--- config.mk ---
export PLATFORM = sky130hd
export DESIGN_NAME = base_register_file
export DESIGN_NICKNAME = d
export VERILOG_FILES = /design/src/core/base_regs_pkg.sv /design/src/core/flag_alu.sv /design/src/core/base_register_file.sv
export SDC_FILE = /design/constraint.sdc
export NUM_CORES = 1
export LEC_CHECK = 0
export ABC_CLOCK_PERIOD_IN_PS = 6100
export BUFFER_PORTS_ARGS = -buffer_cell sky130_fd_sc_hd__buf_4
export CAP_MARGIN = 25
export CELL_PAD_IN_SITES_DETAIL_PLACEMENT = 0
export CELL_PAD_IN_SITES_GLOBAL_PLACEMENT = 1
export CORE_UTILIZATION = 43
export CTS_CLUSTER_DIAMETER = 60
export DETAILED_ROUTE_END_ITERATION = 7
export MAX_ROUTING_LAYER = met4
export PLACE_DENSITY_LB_ADDON = 0.1
export SKIP_CTS_REPAIR_TIMING = 1
export SYNTH_ARGS = -nofsm -noshare
export SYNTH_HDL_FRONTEND = slang
export SYNTH_HIERARCHICAL = 1
export SYNTH_SLANG_ARGS = --single-unit
export TNS_END_PERCENT = 1
--- constraint.sdc ---
create_clock -name clock -period 6.1 [get_ports clock]
set_input_delay 0.915 -clock clock [delete_from_list [all_inputs] [get_ports clock]]
set_output_delay 0.915 -clock clock [all_outputs]
set_load 0.005 [all_outputs]
--- src/core/base_regs_pkg.sv ---
// constants, types and helpers of the base register file
// Notes on behaviour
// RULE_01 - eight 32-bit registers; word writes keep upper
// RULE_02 - byte views on first four; not addresses; the read port gives byte views of all eight
// RULE_03 - pointer holds next offset; low half 16-bit
// RULE_04 - saved word: bit1 one, reserved bits zero
// RULE_05 - alignment faults only at privilege three
// RULE_06 - misaligned: odd word, dword, qword boundaries
// RULE_07 - alignment fault vector 17, error code zero
// RULE_08 - descriptor and task record references never fault
// RULE_09 - virtual mode faults privileged opcodes with 13
// RULE_10 - virtual bit: return at zero or task
// RULE_11 - resume flag masks debug fault, then clears
// RULE_12 - nested task bit steers interrupt return
// RULE_13 - io field bounds direct io and irq-enable
// RULE_14 - io field changes at zero or task
// RULE_15 - overflow: carry into sign differs from out
// RULE_16 - direction bit: string indexes up or down
// RULE_17 - irq pin recognised only while enabled
// RULE_18 - single step traps after next instruction
// RULE_19 - sign copies top bit; zero flags zero
// RULE_20 - half carry from bit three, any size
// RULE_21 - parity even over low byte only
// RULE_22 - carry out of top bit sets carry
package base_regs_pkg;
	// status word bit positions
	localparam int BIT_CARRY  = 0;
	localparam int BIT_PARITY = 2;
	localparam int BIT_HALF   = 4;
	localparam int BIT_ZERO   = 6;
	localparam int BIT_SIGN   = 7;
	localparam int BIT_STEP   = 8;
	localparam int BIT_IF     = 9;
	localparam int BIT_DIR    = 10;
	localparam int BIT_OVF    = 11;
	localparam int BIT_IOPRIV = 12;
	localparam int BIT_NEST   = 14;
	localparam int BIT_RESUME = 16;
	localparam int BIT_VIRT   = 17;
	localparam int BIT_ALIGN  = 18;
	// masks over the status word
	localparam logic [31:0] SAVE_ZERO_MASK = 32'hFFF8_8028;
	localparam logic [31:0] SAVE_ONE_MASK  = 32'h0000_0002;
	localparam logic [31:0] LOADABLE_MASK  = 32'h0007_7FD5;
	localparam logic [31:0] ARITH_MASK     = 32'h0000_08D5;
	localparam logic [31:0] MASK_VIRT      = 32'h1 << BIT_VIRT;
	localparam logic [31:0] MASK_IF        = 32'h1 << BIT_IF;
	localparam logic [31:0] MASK_IOPRIV    = 32'h3 << BIT_IOPRIV;
	// reset values
	localparam logic [31:0] SCW_RESET      = 32'h0000_0002;
	localparam logic [31:0] GPR_RESET      = 32'h0000_0000;
	localparam logic [31:0] PTR_RESET      = 32'h0000_0000;
	// register indexes of the string pointers
	localparam logic [2:0]  SRC_IDX        = 3'h6;
	localparam logic [2:0]  DST_IDX        = 3'h7;
	// privilege levels and fault codes
	localparam logic [1:0]  PL_KERNEL      = 2'h0;
	localparam logic [1:0]  PL_USER        = 2'h3;
	localparam logic [7:0]  VEC_DEBUG      = 8'h01;
	localparam logic [7:0]  VEC_GP         = 8'h0D;
	localparam logic [7:0]  VEC_ALIGN      = 8'h11;
	localparam logic [31:0] ALIGN_ERR_CODE = 32'h0000_0000;

	// register views
	typedef enum logic [1:0] {
		VIEW_BYTE_LO = 2'b00,
		VIEW_BYTE_HI = 2'b01,
		VIEW_WORD    = 2'b10,
		VIEW_DWORD   = 2'b11
	} view_t;
	// operand sizes
	typedef enum logic [1:0] {
		OP8  = 2'b00,
		OP16 = 2'b01,
		OP32 = 2'b10
	} opsize_t;
	// memory reference sizes
	typedef enum logic [1:0] {
		MEM_BYTE  = 2'b00,
		MEM_WORD  = 2'b01,
		MEM_DWORD = 2'b10,
		MEM_QWORD = 2'b11
	} mem_size_t;
	// status word operations
	typedef enum logic [2:0] {
		FOP_NONE = 3'b000,
		FOP_POP  = 3'b001,
		FOP_RET  = 3'b010,
		FOP_TASK = 3'b011,
		FOP_PUSH = 3'b100,
		FOP_INT  = 3'b101
	} flag_op_t;

	// stored image: fixed bits forced, virtual bit kept only when asked
	function automatic logic [31:0] save_image(input logic [31:0] w, input logic keep_virt);
		logic [31:0] r;
		r = (w & ~SAVE_ZERO_MASK) | SAVE_ONE_MASK;
		r[BIT_VIRT] = keep_virt & w[BIT_VIRT];
		return r;
	endfunction : save_image

	// misalignment test on the low address bits
	function automatic logic misaligned(input mem_size_t s, input logic [2:0] a);
		case (s) // see RULE_06
			MEM_WORD:  return a[0];
			MEM_DWORD: return |a[1:0];
			MEM_QWORD: return |a;
			default:   return 1'b0;
		endcase
	endfunction : misaligned

	// write data through a view, untouched bits kept
	function automatic logic [31:0] merge_view(input logic [31:0] old, input view_t v,
		input logic [31:0] d);
		case (v)
			VIEW_BYTE_LO: return {old[31:8], d[7:0]};
			VIEW_BYTE_HI: return {old[31:16], d[7:0], old[7:0]};
			VIEW_WORD:    return {old[31:16], d[15:0]};
			default:      return d;
		endcase
	endfunction : merge_view

	// read a view, zero extended
	function automatic logic [31:0] read_view(input logic [31:0] w, input view_t v);
		case (v)
			VIEW_BYTE_LO: return {24'h0, w[7:0]};
			VIEW_BYTE_HI: return {24'h0, w[15:8]};
			VIEW_WORD:    return {16'h0, w[15:0]};
			default:      return w;
		endcase
	endfunction : read_view
endpackage : base_regs_pkg

--- src/core/flag_alu.sv ---
// adder with arithmetic status flag generation
`timescale 1ns/1ps
module flag_alu (
	// operands
	input  wire logic                    [31:0] a,
	input  wire logic                    [31:0] b,
	input  wire logic                           sub,
	input  wire base_regs_pkg::opsize_t         size,
	// result and flags at their status word positions
	output logic                         [31:0] result,
	output logic                         [31:0] flags
);
	logic [32:0] sum;   // full width sum or difference
	logic [32:0] cin;   // carry or borrow into each bit
	logic [31:0] res_m; // result cut to operand size
	logic        top;   // carry into sign bit
	logic        out;   // carry out of sign bit

	// flag equations
	always_comb begin
		sum = sub ? ({1'b0, a} - {1'b0, b}) : ({1'b0, a} + {1'b0, b});
		cin = {1'b0, a} ^ {1'b0, b} ^ sum;
		case (size)
			base_regs_pkg::OP8: begin
				res_m = {24'h0, sum[7:0]};
				top   = cin[7];
				out   = cin[8];
			end
			base_regs_pkg::OP16: begin
				res_m = {16'h0, sum[15:0]};
				top   = cin[15];
				out   = cin[16];
			end
			default: begin
				res_m = sum[31:0];
				top   = cin[31];
				out   = cin[32];
			end
		endcase
		result = res_m;
		flags  = 32'h0;
		flags[base_regs_pkg::BIT_CARRY]  = out;              // see RULE_22
		flags[base_regs_pkg::BIT_OVF]    = top ^ out;        // see RULE_15
		flags[base_regs_pkg::BIT_HALF]   = cin[4];           // see RULE_20
		flags[base_regs_pkg::BIT_PARITY] = ~^res_m[7:0];     // see RULE_21
		flags[base_regs_pkg::BIT_ZERO]   = (res_m == 32'h0); // see RULE_19
		flags[base_regs_pkg::BIT_SIGN]   = (size == base_regs_pkg::OP8) ? res_m[7] :
			(size == base_regs_pkg::OP16) ? res_m[15] : res_m[31]; // see RULE_19
	end
endmodule : flag_alu

--- src/core/base_register_file.sv ---
// base register file: general registers, pointer and status word
`timescale 1ns/1ps
module base_register_file (
	// clock, reset and enable
	input  wire logic                           clock,
	input  wire logic                           rstn,
	input  wire logic                           clk_en,
	// general register write port
	input  wire logic                           gpr_wr_en,
	input  wire logic                    [2:0]  gpr_wr_sel,
	input  wire base_regs_pkg::view_t           gpr_wr_view,
	input  wire logic                    [31:0] gpr_wr_data,
	// general register read port
	input  wire logic                    [2:0]  gpr_rd_sel,
	input  wire base_regs_pkg::view_t           gpr_rd_view,
	output logic                         [31:0] gpr_rd_data,
	// address operand read port
	input  wire logic                    [2:0]  addr_sel,
	input  wire logic                           addr_wide,
	output logic                         [31:0] addr_data,
	// string index stepping
	input  wire logic                           string_step,
	input  wire base_regs_pkg::opsize_t         string_size,
	// arithmetic operation
	input  wire logic                           alu_valid,
	input  wire logic                           alu_sub,
	input  wire base_regs_pkg::opsize_t         alu_size,
	input  wire logic                    [31:0] alu_a,
	input  wire logic                    [31:0] alu_b,
	output logic                         [31:0] alu_result,
	// instruction retire and pointer
	input  wire logic                           instr_done,
	input  wire logic                    [3:0]  instr_len,
	input  wire logic                           ip_load,
	input  wire logic                    [31:0] ip_target,
	output logic                         [31:0] next_instr_pointer,
	output logic                         [15:0] next_instr_offset16,
	// status word operations
	input  wire base_regs_pkg::flag_op_t        flag_op,
	input  wire logic                    [31:0] flag_image,
	input  wire logic                    [1:0]  current_privilege_level,
	input  wire logic                           protected_mode,
	output logic                         [31:0] status_control_word,
	output logic                         [31:0] saved_image,
	output logic                                saved_valid,
	output logic                                ret_to_task,
	// memory reference check
	input  wire logic                           mem_valid,
	input  wire base_regs_pkg::mem_size_t       mem_size,
	input  wire logic                    [2:0]  mem_addr,
	input  wire logic                           mem_sys_ref,
	// privilege and debug checks
	input  wire logic                           priv_op_valid,
	input  wire logic                           bp_hit,
	output logic                                io_direct_ok,
	// fault report
	output logic                                fault_valid,
	output logic                         [7:0]  fault_vector,
	output logic                         [31:0] fault_code,
	// maskable interrupt
	input  wire logic                           maskable_irq_pin,
	output logic                                irq_accept
);
	////////////////////////////////////////////////////////////////////////////////
	// general registers

	logic [31:0] gpr      [8]; // register array
	logic [31:0] next_gpr [8]; // next register array
	logic [31:0] step_bytes;   // string element size in bytes
	logic [31:0] step_delta;   // signed index step
	logic        byte_ok;      // write view exists for the target

	// next register values: string step first, explicit write wins
	always_comb begin
		for (int i = 0; i < 8; i++) begin
			next_gpr[i] = gpr[i];
		end
		step_bytes = 32'h1 << string_size;
		step_delta = status_control_word[base_regs_pkg::BIT_DIR] ?
			-step_bytes : step_bytes; // see RULE_16
		if (string_step) begin
			next_gpr[base_regs_pkg::SRC_IDX] = gpr[base_regs_pkg::SRC_IDX] + step_delta;
			next_gpr[base_regs_pkg::DST_IDX] = gpr[base_regs_pkg::DST_IDX] + step_delta;
		end
		// byte views only on the first four registers
		byte_ok = gpr_wr_view[1] || !gpr_wr_sel[2]; // see RULE_02
		if (gpr_wr_en && byte_ok) begin
			next_gpr[gpr_wr_sel] = base_regs_pkg::merge_view(gpr[gpr_wr_sel],
				gpr_wr_view, gpr_wr_data); // see RULE_01
		end
	end

	// register array storage
	always_ff @(posedge clock) begin
		if (!rstn) begin
			for (int i = 0; i < 8; i++) begin
				gpr[i] <= base_regs_pkg::GPR_RESET;
			end
		end else if (clk_en) begin
			gpr <= next_gpr;
		end
	end

	////////////////////////////////////////////////////////////////////////////////
	// arithmetic unit

	logic [31:0] alu_sum;   // combinational result
	logic [31:0] alu_flags; // flags at word positions

	flag_alu u_flag_alu (
		.a      (alu_a),
		.b      (alu_b),
		.sub    (alu_sub),
		.size   (alu_size),
		.result (alu_sum),
		.flags  (alu_flags)
	);

	////////////////////////////////////////////////////////////////////////////////
	// status word, pointer, checks and faults

	logic [31:0] next_scw;       // next status word
	logic [31:0] next_ptr;       // next instruction pointer
	logic [31:0] next_rd;        // next read data
	logic [31:0] next_addr;      // next address operand
	logic [31:0] next_alu;       // next stored result
	logic [31:0] next_saved;     // next saved image
	logic        next_saved_v;   // next saved strobe
	logic        next_ret_task;  // next return kind
	logic        next_io_ok;     // next io permission
	logic        next_fault;     // next fault strobe
	logic [7:0]  next_vector;    // next fault vector
	logic [31:0] next_code;      // next error code
	logic        next_irq;       // next interrupt accept
	logic        next_irq_lvl;   // next filtered pin level
	logic [31:0] load_mask;      // bits an image may load
	logic [1:0]  io_priv;        // current io privilege field
	logic        align_hit;      // alignment fault this cycle
	logic        gp_hit;         // privileged opcode fault
	logic        dbg_hit;        // debug fault or step trap
	logic        irq_s1;         // pin sync stage 1
	logic        irq_s2;         // pin sync stage 2
	logic        irq_s3;         // pin sync stage 3
	logic        irq_lvl;        // agreed pin level

	assign io_priv = status_control_word[base_regs_pkg::BIT_IOPRIV +: 2];

	// next values of the status, pointer and event group
	always_comb begin
		next_scw = status_control_word;
		// arithmetic flags from the operation
		if (alu_valid) begin
			next_scw = (next_scw & ~base_regs_pkg::ARITH_MASK) |
				(alu_flags & base_regs_pkg::ARITH_MASK); // see RULE_19
		end
		// which bits an image may load
		load_mask = base_regs_pkg::LOADABLE_MASK;
		case (flag_op)
			base_regs_pkg::FOP_POP: begin
				load_mask &= ~base_regs_pkg::MASK_VIRT; // see RULE_10
				if (current_privilege_level != base_regs_pkg::PL_KERNEL) begin
					load_mask &= ~base_regs_pkg::MASK_IOPRIV; // see RULE_14
				end
				if (current_privilege_level > io_priv) begin
					load_mask &= ~base_regs_pkg::MASK_IF; // see RULE_13
				end
			end
			base_regs_pkg::FOP_RET: begin
				if (current_privilege_level != base_regs_pkg::PL_KERNEL || !protected_mode) begin
					load_mask &= ~(base_regs_pkg::MASK_VIRT | base_regs_pkg::MASK_IOPRIV); // see RULE_10
				end
				if (current_privilege_level > io_priv) begin
					load_mask &= ~base_regs_pkg::MASK_IF; // see RULE_13
				end
			end
			base_regs_pkg::FOP_TASK: begin
				load_mask = base_regs_pkg::LOADABLE_MASK; // see RULE_14
			end
			default: begin
				load_mask = 32'h0;
			end
		endcase
		// image load covers resume and nested task bits too
		next_scw = (next_scw & ~load_mask) | (flag_image & load_mask); // see RULE_12
		// resume flag ends with a retired instruction free of debug faults and image loads
		dbg_hit = (bp_hit && !status_control_word[base_regs_pkg::BIT_RESUME]) ||
			(instr_done && status_control_word[base_regs_pkg::BIT_STEP]); // see RULE_18
		if (instr_done && !dbg_hit && load_mask == 32'h0) begin
			next_scw[base_regs_pkg::BIT_RESUME] = 1'b0; // see RULE_11
		end
		// saved images for push and interrupt entry
		next_saved_v = 1'b0;
		next_saved   = saved_image;
		if (flag_op == base_regs_pkg::FOP_PUSH) begin
			next_saved   = base_regs_pkg::save_image(status_control_word, 1'b0); // see RULE_10
			next_saved_v = 1'b1;
		end else if (flag_op == base_regs_pkg::FOP_INT) begin
			next_saved   = base_regs_pkg::save_image(status_control_word, 1'b1); // see RULE_04
			next_saved_v = 1'b1;
		end
		// return kind sampled from the pre-load nested bit
		next_ret_task = ret_to_task;
		if (flag_op == base_regs_pkg::FOP_RET) begin
			next_ret_task = status_control_word[base_regs_pkg::BIT_NEST]; // see RULE_12
		end
		// instruction pointer
		next_ptr = next_instr_pointer;
		if (ip_load) begin
			next_ptr = ip_target;
		end else if (instr_done) begin
			next_ptr = next_instr_pointer + 32'(instr_len); // see RULE_03
		end
		// read ports; address port has no byte views
		next_rd   = base_regs_pkg::read_view(gpr[gpr_rd_sel], gpr_rd_view);
		next_addr = addr_wide ? gpr[addr_sel] : {16'h0, gpr[addr_sel][15:0]}; // see RULE_02
		next_alu  = alu_valid ? alu_sum : alu_result;
		next_io_ok = (current_privilege_level <= io_priv); // see RULE_13
		// fault sources, alignment first; system references count as level zero
		align_hit = mem_valid && !mem_sys_ref && // see RULE_08
			status_control_word[base_regs_pkg::BIT_ALIGN] &&
			current_privilege_level == base_regs_pkg::PL_USER &&
			base_regs_pkg::misaligned(mem_size, mem_addr); // see RULE_05
		gp_hit  = priv_op_valid && protected_mode &&
			status_control_word[base_regs_pkg::BIT_VIRT]; // see RULE_09
		next_fault  = align_hit || gp_hit || dbg_hit;
		next_vector = fault_vector;
		next_code   = fault_code;
		if (align_hit) begin
			next_vector = base_regs_pkg::VEC_ALIGN; // see RULE_07
			next_code   = base_regs_pkg::ALIGN_ERR_CODE;
		end else if (gp_hit) begin
			next_vector = base_regs_pkg::VEC_GP;
			next_code   = 32'h0;
		end else if (dbg_hit) begin
			next_vector = base_regs_pkg::VEC_DEBUG;
			next_code   = 32'h0;
		end
		// pin level changes once stages two and three agree
		next_irq_lvl = (irq_s2 == irq_s3) ? irq_s3 : irq_lvl;
		next_irq     = irq_lvl && status_control_word[base_regs_pkg::BIT_IF]; // see RULE_17
	end

	// status, pointer and event registers
	always_ff @(posedge clock) begin
		if (!rstn) begin
			status_control_word <= base_regs_pkg::SCW_RESET;
			next_instr_pointer  <= base_regs_pkg::PTR_RESET;
			next_instr_offset16 <= base_regs_pkg::PTR_RESET[15:0];
			gpr_rd_data         <= 32'h0;
			addr_data           <= 32'h0;
			alu_result          <= 32'h0;
			saved_image         <= 32'h0;
			saved_valid         <= 1'b0;
			ret_to_task         <= 1'b0;
			io_direct_ok        <= 1'b0;
			fault_valid         <= 1'b0;
			fault_vector        <= 8'h00;
			fault_code          <= 32'h0;
			irq_accept          <= 1'b0;
			irq_s1              <= 1'b0;
			irq_s2              <= 1'b0;
			irq_s3              <= 1'b0;
			irq_lvl             <= 1'b0;
		end else if (clk_en) begin
			status_control_word <= next_scw;
			next_instr_pointer  <= next_ptr;
			next_instr_offset16 <= next_ptr[15:0]; // see RULE_03
			gpr_rd_data         <= next_rd;
			addr_data           <= next_addr;
			alu_result          <= next_alu;
			saved_image         <= next_saved;
			saved_valid         <= next_saved_v;
			ret_to_task         <= next_ret_task;
			io_direct_ok        <= next_io_ok;
			fault_valid         <= next_fault;
			fault_vector        <= next_vector;
			fault_code          <= next_code;
			irq_accept          <= next_irq;
			irq_s1              <= maskable_irq_pin;
			irq_s2              <= irq_s1;
			irq_s3              <= irq_s2;
			irq_lvl             <= next_irq_lvl;
		end
	end

	logic [15:0] wr_upper; // upper half of the write target
	assign wr_upper = gpr[gpr_wr_sel][31:16];
endmodule : base_register_file

* Word level (Yosys, flattened, before mapping)
Index checks and enable logic that the tools add are counted.
** Word-level totals
- Output and inout bits :: 253
- Bits of input ports :: 207
- Bits in registers :: 497
- Logic and storage cells :: 152
** Operators by class
- $lt $le $gt $ge :: 6
- Equal/unequal tests :: 15
- Add/subtract/negate cells :: 6
- Bitwise operators :: 11
- Shift-type cells :: 1
- Mux-type cells :: 45
- Reduce and logical (&&, ||, !) cells :: 42
** Operators by type and width (count)
- $mux W32 :: 18
- $bmux W32 S3 :: 3
- $bwmux W256 :: 1
- $pmux W32 S3 :: 2
- $mux W64 :: 2
- $demux W32 S3 :: 1
- $add A32 B32 Y32 :: 2
- $and A32 B32 Y32 :: 2
- $logic_not A32 Y1 :: 2
- $pmux W32 S2 :: 1
- $pmux W19 S3 :: 1
- $add A32 B32 Y33 :: 1
- $mux W33 :: 1
- $sub A32 B32 Y33 :: 1
- $xor A33 B33 Y33 :: 1
- $add A32 B4 Y32 :: 1
- $neg A32 Y32 :: 1
- $not A32 Y32 :: 1
- $or A32 B12 Y32 :: 1
- $or A32 B32 Y32 :: 1
- $shl A1 B2 Y32 const A :: 1
- $xor A32 B32 Y32 :: 1
- $mux W8 :: 3
- $mux W10 :: 2
- other kinds (27) :: 75

* Longest topological paths before layout
Gate-level depths: netlist of run 1.
- Depth after elaboration :: 10
- Depth in mapped cells :: 23
- Depth with buffers taken out :: 22

* Hierarchy
The synthesis of run 1 kept the hierarchy.
** By module, submodules not included
- base_register_file :: area each 26578.0 sq um, sequential area each 8548.2 sq um, times used 1, cells each 3186
- flag_alu :: area each 3405.8 sq um, sequential area each 0.0 sq um, times used 1, cells each 494

* Worst setup path before layout of run 1
No wires, ideal clock.
- Path kind :: input port to flip-flop
- Start point :: input alu_b[6]
- End point :: register with a tool-made name
- Library setup time :: 70 ps
- Slack :: 1053 ps
- Cell stages on the path :: 22
- Buffers on the path :: 0
- Data arrival time :: 4978 ps
- Data required time :: 6030 ps
- Cells stage by stage :: or4_4 > nor4_2 > and2b_1 > and2_1 > nand3_1 > nor3b_1 > and2_1 > nor2_1 > xnor2_1 > ha_1 > a2111oi_0 > o21ai_1 > a31o_1 > a21oi_1 > nand2_1 > o21ai_1 > xnor3_1 > mux2i_1 > xor2_1 > nand3b_1 > o21ai_0 > a21oi_1
** RTL lines
- from (decl) :: line base_register_file.sv:29 : input wire logic [31:0] alu_b,

==> impl_metrics.ini, run 1 <==
[layout]
stdcell_count = 4821
fin_nets = 4166
drive_gt1_share_pct = 19.65
fillCellCount = 6675
finish.utilization_pct = 50.38
area_growth_pct = 16.01

[run]
max_cap_violations = 0

[place]
dpl.cell_count = 4720
routabilityCongestion = 0.9375
dp.final_hpwl_mm = 83.10
port_buffers = 373

[global_route]
grt.total_usage_pct = 32.84
grt_pass1_vias = 27640
grt_antenna_before_repair = 2
overflow = 0
grt_max_degree = 111
grt_first_pass_wirelength_mm = 172.6

[cts]
path_clk_slew_ns = 0.06
htree_num_levels = 2
cts_sinks = 427
insertion_delay_ns = 0.65
cts_root_buf = clkbuf_16
cts_tree = built
numCtsBuffers = 54
clockBufferDepth = 3

[power]
p_comb_share_pct = 21.9
p_leak_nw = 13.71
p_switching_mw = 2.542
pwr-share-seq_pct = 37.7
vdd_drop_max_v = 0.0002102
cellPowerDensity_nw_per_um2 = 230.7
power_switching_share_pct = 31.90
power_mw = 7.970
power_frac_clock_pct = 40.5
internal-power_mw = 5.427

[timing]
setup_tns_ns = 0
tightest_slew_ns = 1.164
setup_viol = 0
fin_crit_ns = 5.255
finalClockSkew_ns = 0.04110
finalMaxSlewViolations = 0
maxSlewHeadroom_pct = 21.89
hold-worst-slack_ns = 0.4543
hold_viol_final = 0
fin_crit_sh_pct = 86.14
grt_setup_unrepaired = false
fmax_mhz = 190.3

[worst_setup_path]
critPathKind = input pin to register
cp_data_arrival_time_ns = 5.81
cp_slowest_cell = or4_4
cp.buffers_inverters = 1
path_delay_family = simple AND/OR/NAND/NOR gates
end_kind = register
crit_fanout = 8
max_stage_delay_ns = 0.54
crit_path_cell_trace = buf_4, or4_4, nor4_2, and2b_1, and2_1, nand3_1, nor4_1, nor2_1, xnor2_1, ha_1, nand2_1, o21ai_0, a41oi_1, a211oi_4, a31o_1, a31oi_1, xnor2_1, o41ai_1, and4b_1, nand3b_1, o21ai_0, a21oi_1
cp.required_ns = 6.65
startpoint_type = input pin

[detailed_routing]
drt_iter0_markers = 3048
drc = 0
drt_first_pass_iters = 6
final_antenna_net_count = 0
avgRoutedWirePerCell_um = 24.04
viasPerCell = 6.049
route.vias.total = 29160
routed_wl_mm = 115.9

[floorplanning]
initial_core_util_pct = 43.43
dieArea_um2 = 70320
die_w_um = 265.2
die_y_um = 265.2
core_um2 = 68590
top_level_ports = 460
std_cell_rows = 96

[min_path]
hold_class = register to register

[synthesis]
syn_inst = 3653
syn-cell-area_um2 = 29780
yosys_warnings = 6
avgSynthCellArea_um2 = 8.154

[outcome]
status = finished, final reports clean
flip-flops by register name, indices dropped and copies added, names as in the netlist, named ones only:
signal / cells
alu_result: 32
io_direct_ok: 1
irq_s3: 1
irq_accept: 1
gpr: 256
fault_valid: 1
irq_s2: 1
saved_valid: 1
irq_lvl: 1
ret_to_task: 1
irq_s1: 1
next_instr_pointer: 32
status_control_word: 1
saved_image: 16
fault_vector: 3
addr_data: 32
gpr_rd_data: 32
worst reg2reg max path, stage by stage (launching register included):
cell      delay, ns
dfxtp_2        0.74
nor2_1         0.11
nor2_1         0.20
inv_1          0.13
fa_1           0.48
nand2b_1       0.19
a21oi_1        0.15
a211o_1        0.21
a311o_1        0.32
a31o_2         0.25
a31oi_4        0.11
o41ai_1        0.64
nor4b_1        0.12
a211o_1        0.24
per-stage QoR:
step,instance area [µm²],worst slack [ns]
after floorplan,30040,1.053
after global placement,32650,0.3440
after detailed placement,32720,0.3473
after CTS,34490,0.9719
after global routing,34550,0.3401
final,34550,0.8452
power groups by stage:
stage	sequential (mW)	combinational, mW	clock, mW
floorplan	3.00	1.15	0
detailed placement	3.05	1.71	0
global placement	3.05	1.69	0
finish	3.00	1.74	3.23
global route	3.01	1.88	3.39
CTS	2.99	1.72	3.27
worst paths after layout:
| path | start | end | slack, ns | cells past startpoint |
|---|---|---|---|---|
| min reg2reg | alu_result[23] | alu_result[23] | 0.45 | 2 |
| min | alu_result[23] | alu_result[23] | 0.45 | 2 |
| max reg2reg | register | gpr[28] | 2.09 | 13 |
| max | alu_b[6] | register | 0.85 | 22 |
layer usage:
metal | track usage (%) | vias to the layer above | part of all wire, %
met5 | - | - | 0
met4 | 9.311 | 0 | 2.8
met3 | 8.286 | 187 | 10
met2 | 49.07 | 1422 | 44
met1 | 43.77 | 14100 | 43
li1 | - | 13450 | -
cell usage in the layout (no fill, tap or decap), types with 36 or more instances in the layout:
cell,n
nand2_1,502
a21oi_1,475
nor2_1,434
buf_4,432
dfxtp_1,426
mux4_2,151
o21ai_0,142
mux2i_1,119
ha_1,105
a211oi_1,85
xnor2_1,81
conb_1,69
inv_1,55
clkbuf_16,55
nand3_1,52
nor3_1,46
a21o_1,43
mux2_2,40
xor2_1,36
cell type report:
class | instances | area, µm² | share of cell area [%]
multi-input combinational | 2873 | 19510 | 56.47
sequential | 427 | 8549 | 24.74
timing repair buffer | 436 | 3324 | 9.621
clock buffer | 79 | 1597 | 4.621
tap | 931 | 1165 | 3.371
inverter | 58 | 225.2 | 0.6518
clock inverter | 16 | 178.9 | 0.5178
antenna | 1 | 2.502 | 0.007242
No activity file was read; power rests on OpenSTA's default activity.
==> inputs of run 2 (changes only) <==
ABC_AREA = 1   (was not set)
CORE_UTILIZATION = 41   (was 43)
==> run 2 against run 1 <==
Against the previous run: first-iteration DRC count up 5.3%; critical path type unchanged; via count up 26%; count of clock-buffer cells in the layout down 2; synthesized cell count up 53%; register-to-register slack better by 0.51 ns; sequential share of layout area down 2.3 points; flip-flop and latch count unchanged.
==> impl_metrics.ini, run 2 <==
[outcome]
status = finished, final reports clean

[timing]
setup_viol = 0
grt_setup_unrepaired = false
setup_ws_ns = 2.166
fmax_mhz = 254.2
fin_crit_ns = 3.934
hold_viol_final = 0
hold-worst-slack_ns = 0.4668
finalClockSkew_ns = 0.03269
tightest_slew_ns = 1.128
finalMaxSlewViolations = 0
fin_crit_sh_pct = 64.50
maxSlewHeadroom_pct = 24.71
setup_tns_ns = 0

[layout]
layout_commonest_cell = nand2_1
stdcell_count = 6861
fillCellCount = 8645
area_growth_pct = 14.51
diodes = 0
largest_register_ffs = 256
mostFrequentLayoutCells = nand2_1 (1332), a21oi_1 (780), inv_1 (721)
finish.utilization_pct = 47.37
drive_gt1_share_pct = 11.03
largest-register = gpr
fin_nets = 6068

[worst_setup_path]
startpoint_type = input pin
cp_data_arrival_time_ns = 4.52
end_kind = register
crit_fanout = 5
reg2reg_to = gpr[16]
rr_worst_depth = 14
reg2reg_slack_ns = 2.60
cp.required_ns = 6.68
critPathKind = input pin to register

[detailed_routing]
routed_wl_mm = 134.6
avgRoutedWirePerCell_um = 19.62
final_antenna_net_count = 0
route.vias.total = 36830
drc = 0
drt_iter0_markers = 3211
drt_first_pass_iters = 6
viasPerCell = 5.369

[floorplanning]
die_w_um = 286.6
initial_core_util_pct = 41.37
die_y_um = 286.6
core_um2 = 80290
top_level_ports = 460
dieArea_um2 = 82150
std_cell_rows = 104

[min_path]
hold_class = register to register
min_to = gpr_rd_data[19]
hp-start = gpr_rd_data[19]
whs_path_depth = 2

[place]
dpl.cell_count = 6752
place_ws_ns = 1.502
routabilityCongestion = 0.9824
dp.final_hpwl_mm = 97.42
port_buffers = 373

[cts]
cts_tree = built
cts_root_buf = clkbuf_16
path_clk_slew_ns = 0.06
numCtsBuffers = 58
cts_sinks = 427
insertion_delay_ns = 0.66
htree_num_levels = 2
clockBufferDepth = 3

[global_route]
grt_pass1_vias = 33940
grt_first_pass_wirelength_mm = 203.3
overflow = 0
grt.total_usage_pct = 32.74
grt_max_degree = 144
grt_antenna_before_repair = 0

[power]
cellPowerDensity_nw_per_um2 = 225.2
p_comb_share_pct = 23.1
p_switching_mw = 2.890
power_switching_share_pct = 33.74
pwr-share-seq_pct = 35.3
internal-power_mw = 5.674
p_leak_nw = 17.72
vdd_drop_max_v = 0.0002285
power_frac_clock_pct = 41.5

[synthesis]
yosys_warnings = 6
avgSynthCellArea_um2 = 5.925
syn-cell-area_um2 = 33210
syn_inst = 5605

[run]
max_cap_violations = 0
run 2: cell count changes in the layout (fill, tap and decap cells not counted), moves of 33 or more:
| cell | before | now |
|---|---|---|
| a211oi_1 | 85 | 5 |
| mux2_2 | 40 | 0 |
| mux2i_1 | 119 | 0 |
| nor2_1 | 434 | 386 |
| inv_1 | 55 | 721 |
| mux4_2 | 151 | 0 |
| a21o_1 | 43 | 3 |
| o21ai_0 | 142 | 649 |
| xnor2_1 | 81 | 29 |
| nand2_1 | 502 | 1332 |
| nand3_1 | 52 | 345 |
| a21oi_1 | 475 | 780 |
| o211ai_1 | 15 | 70 |
| a22oi_1 | 34 | 1 |
run 2: how the worst max path moves through the flow:
| stage | from | endpoint | cells past startpoint |
|---|---|---|---|
| 2_1_floorplan | alu_b[1] | register | 25 |
| 3_3_place_gp | alu_b[2] | register | 26 |
| 5_1_grt | alu_b[1] | register | 24 |
| 4_1_cts | alu_b[1] | register | 24 |
| 3_5_place_dp | alu_b[2] | register | 26 |
| 6_report | alu_b[1] | register | 24 |
run 2: final cells by class:
cell class,count,area (µm²),area share (%)
clock inverter,32,387.9,1.020
multi-input combinational,4109,20200,53.12
tap,1060,1326,3.487
clock buffer,77,1643,4.320
inverter,742,2798,7.356
timing repair buffer,414,3124,8.215
sequential,427,8549,22.48
run 2: power by group through the flow:
stage               Combinational, mW  Clock [mW]  Sequential, mW
finish                           1.98        3.56            3.03
global route                     2.19        3.74            3.04
CTS                              1.97        3.63            3.02
detailed placement               1.96           0            3.08
global placement                 1.95           0            3.08
floorplan                        1.28           0            3.05
run 2: worst max-delay path, stage by stage:
cell and delay (ns):
buf_4 0.12, inv_1 0.07, ha_1 0.19, nand4_2 0.15
nor3_4 0.25, nand4_2 0.18, nor2_2 0.15, nand3_1 0.15
o21ai_1 0.19, xor2_1 0.18, ha_1 0.31, a21oi_1 0.26
nand2_1 0.10, nand2_1 0.06, nand2_1 0.04, a21oi_1 0.16
nand3_1 0.16, nand3_2 0.17, nand2_1 0.06, nor2_1 0.09
nand3_1 0.12, nor2_1 0.17, nand3_1 0.09, a31oi_1 0.17
run 2: per-layer routing:
metal / part of all wire, % / wire length, µm / global-route usage (%) / vias to the layer above
li1: - / - / - / 18470
met1: 45 / 59930 / 43.44 / 16760
met2: 45 / 60090 / 50.83 / 1380
met3: 7.4 / 9977 / 4.356 / 226
met4: 3.4 / 4643 / 11.26 / 0
met5: 0 / 0 / - / -
run 2: stage by stage:
step                power, mW  area (µm²)
floorplan               4.328       33460
global placement        5.032       36000
detailed placement      5.043       36000
CTS                     8.624       38030
global route            8.963       38030
finish                  8.564       38030
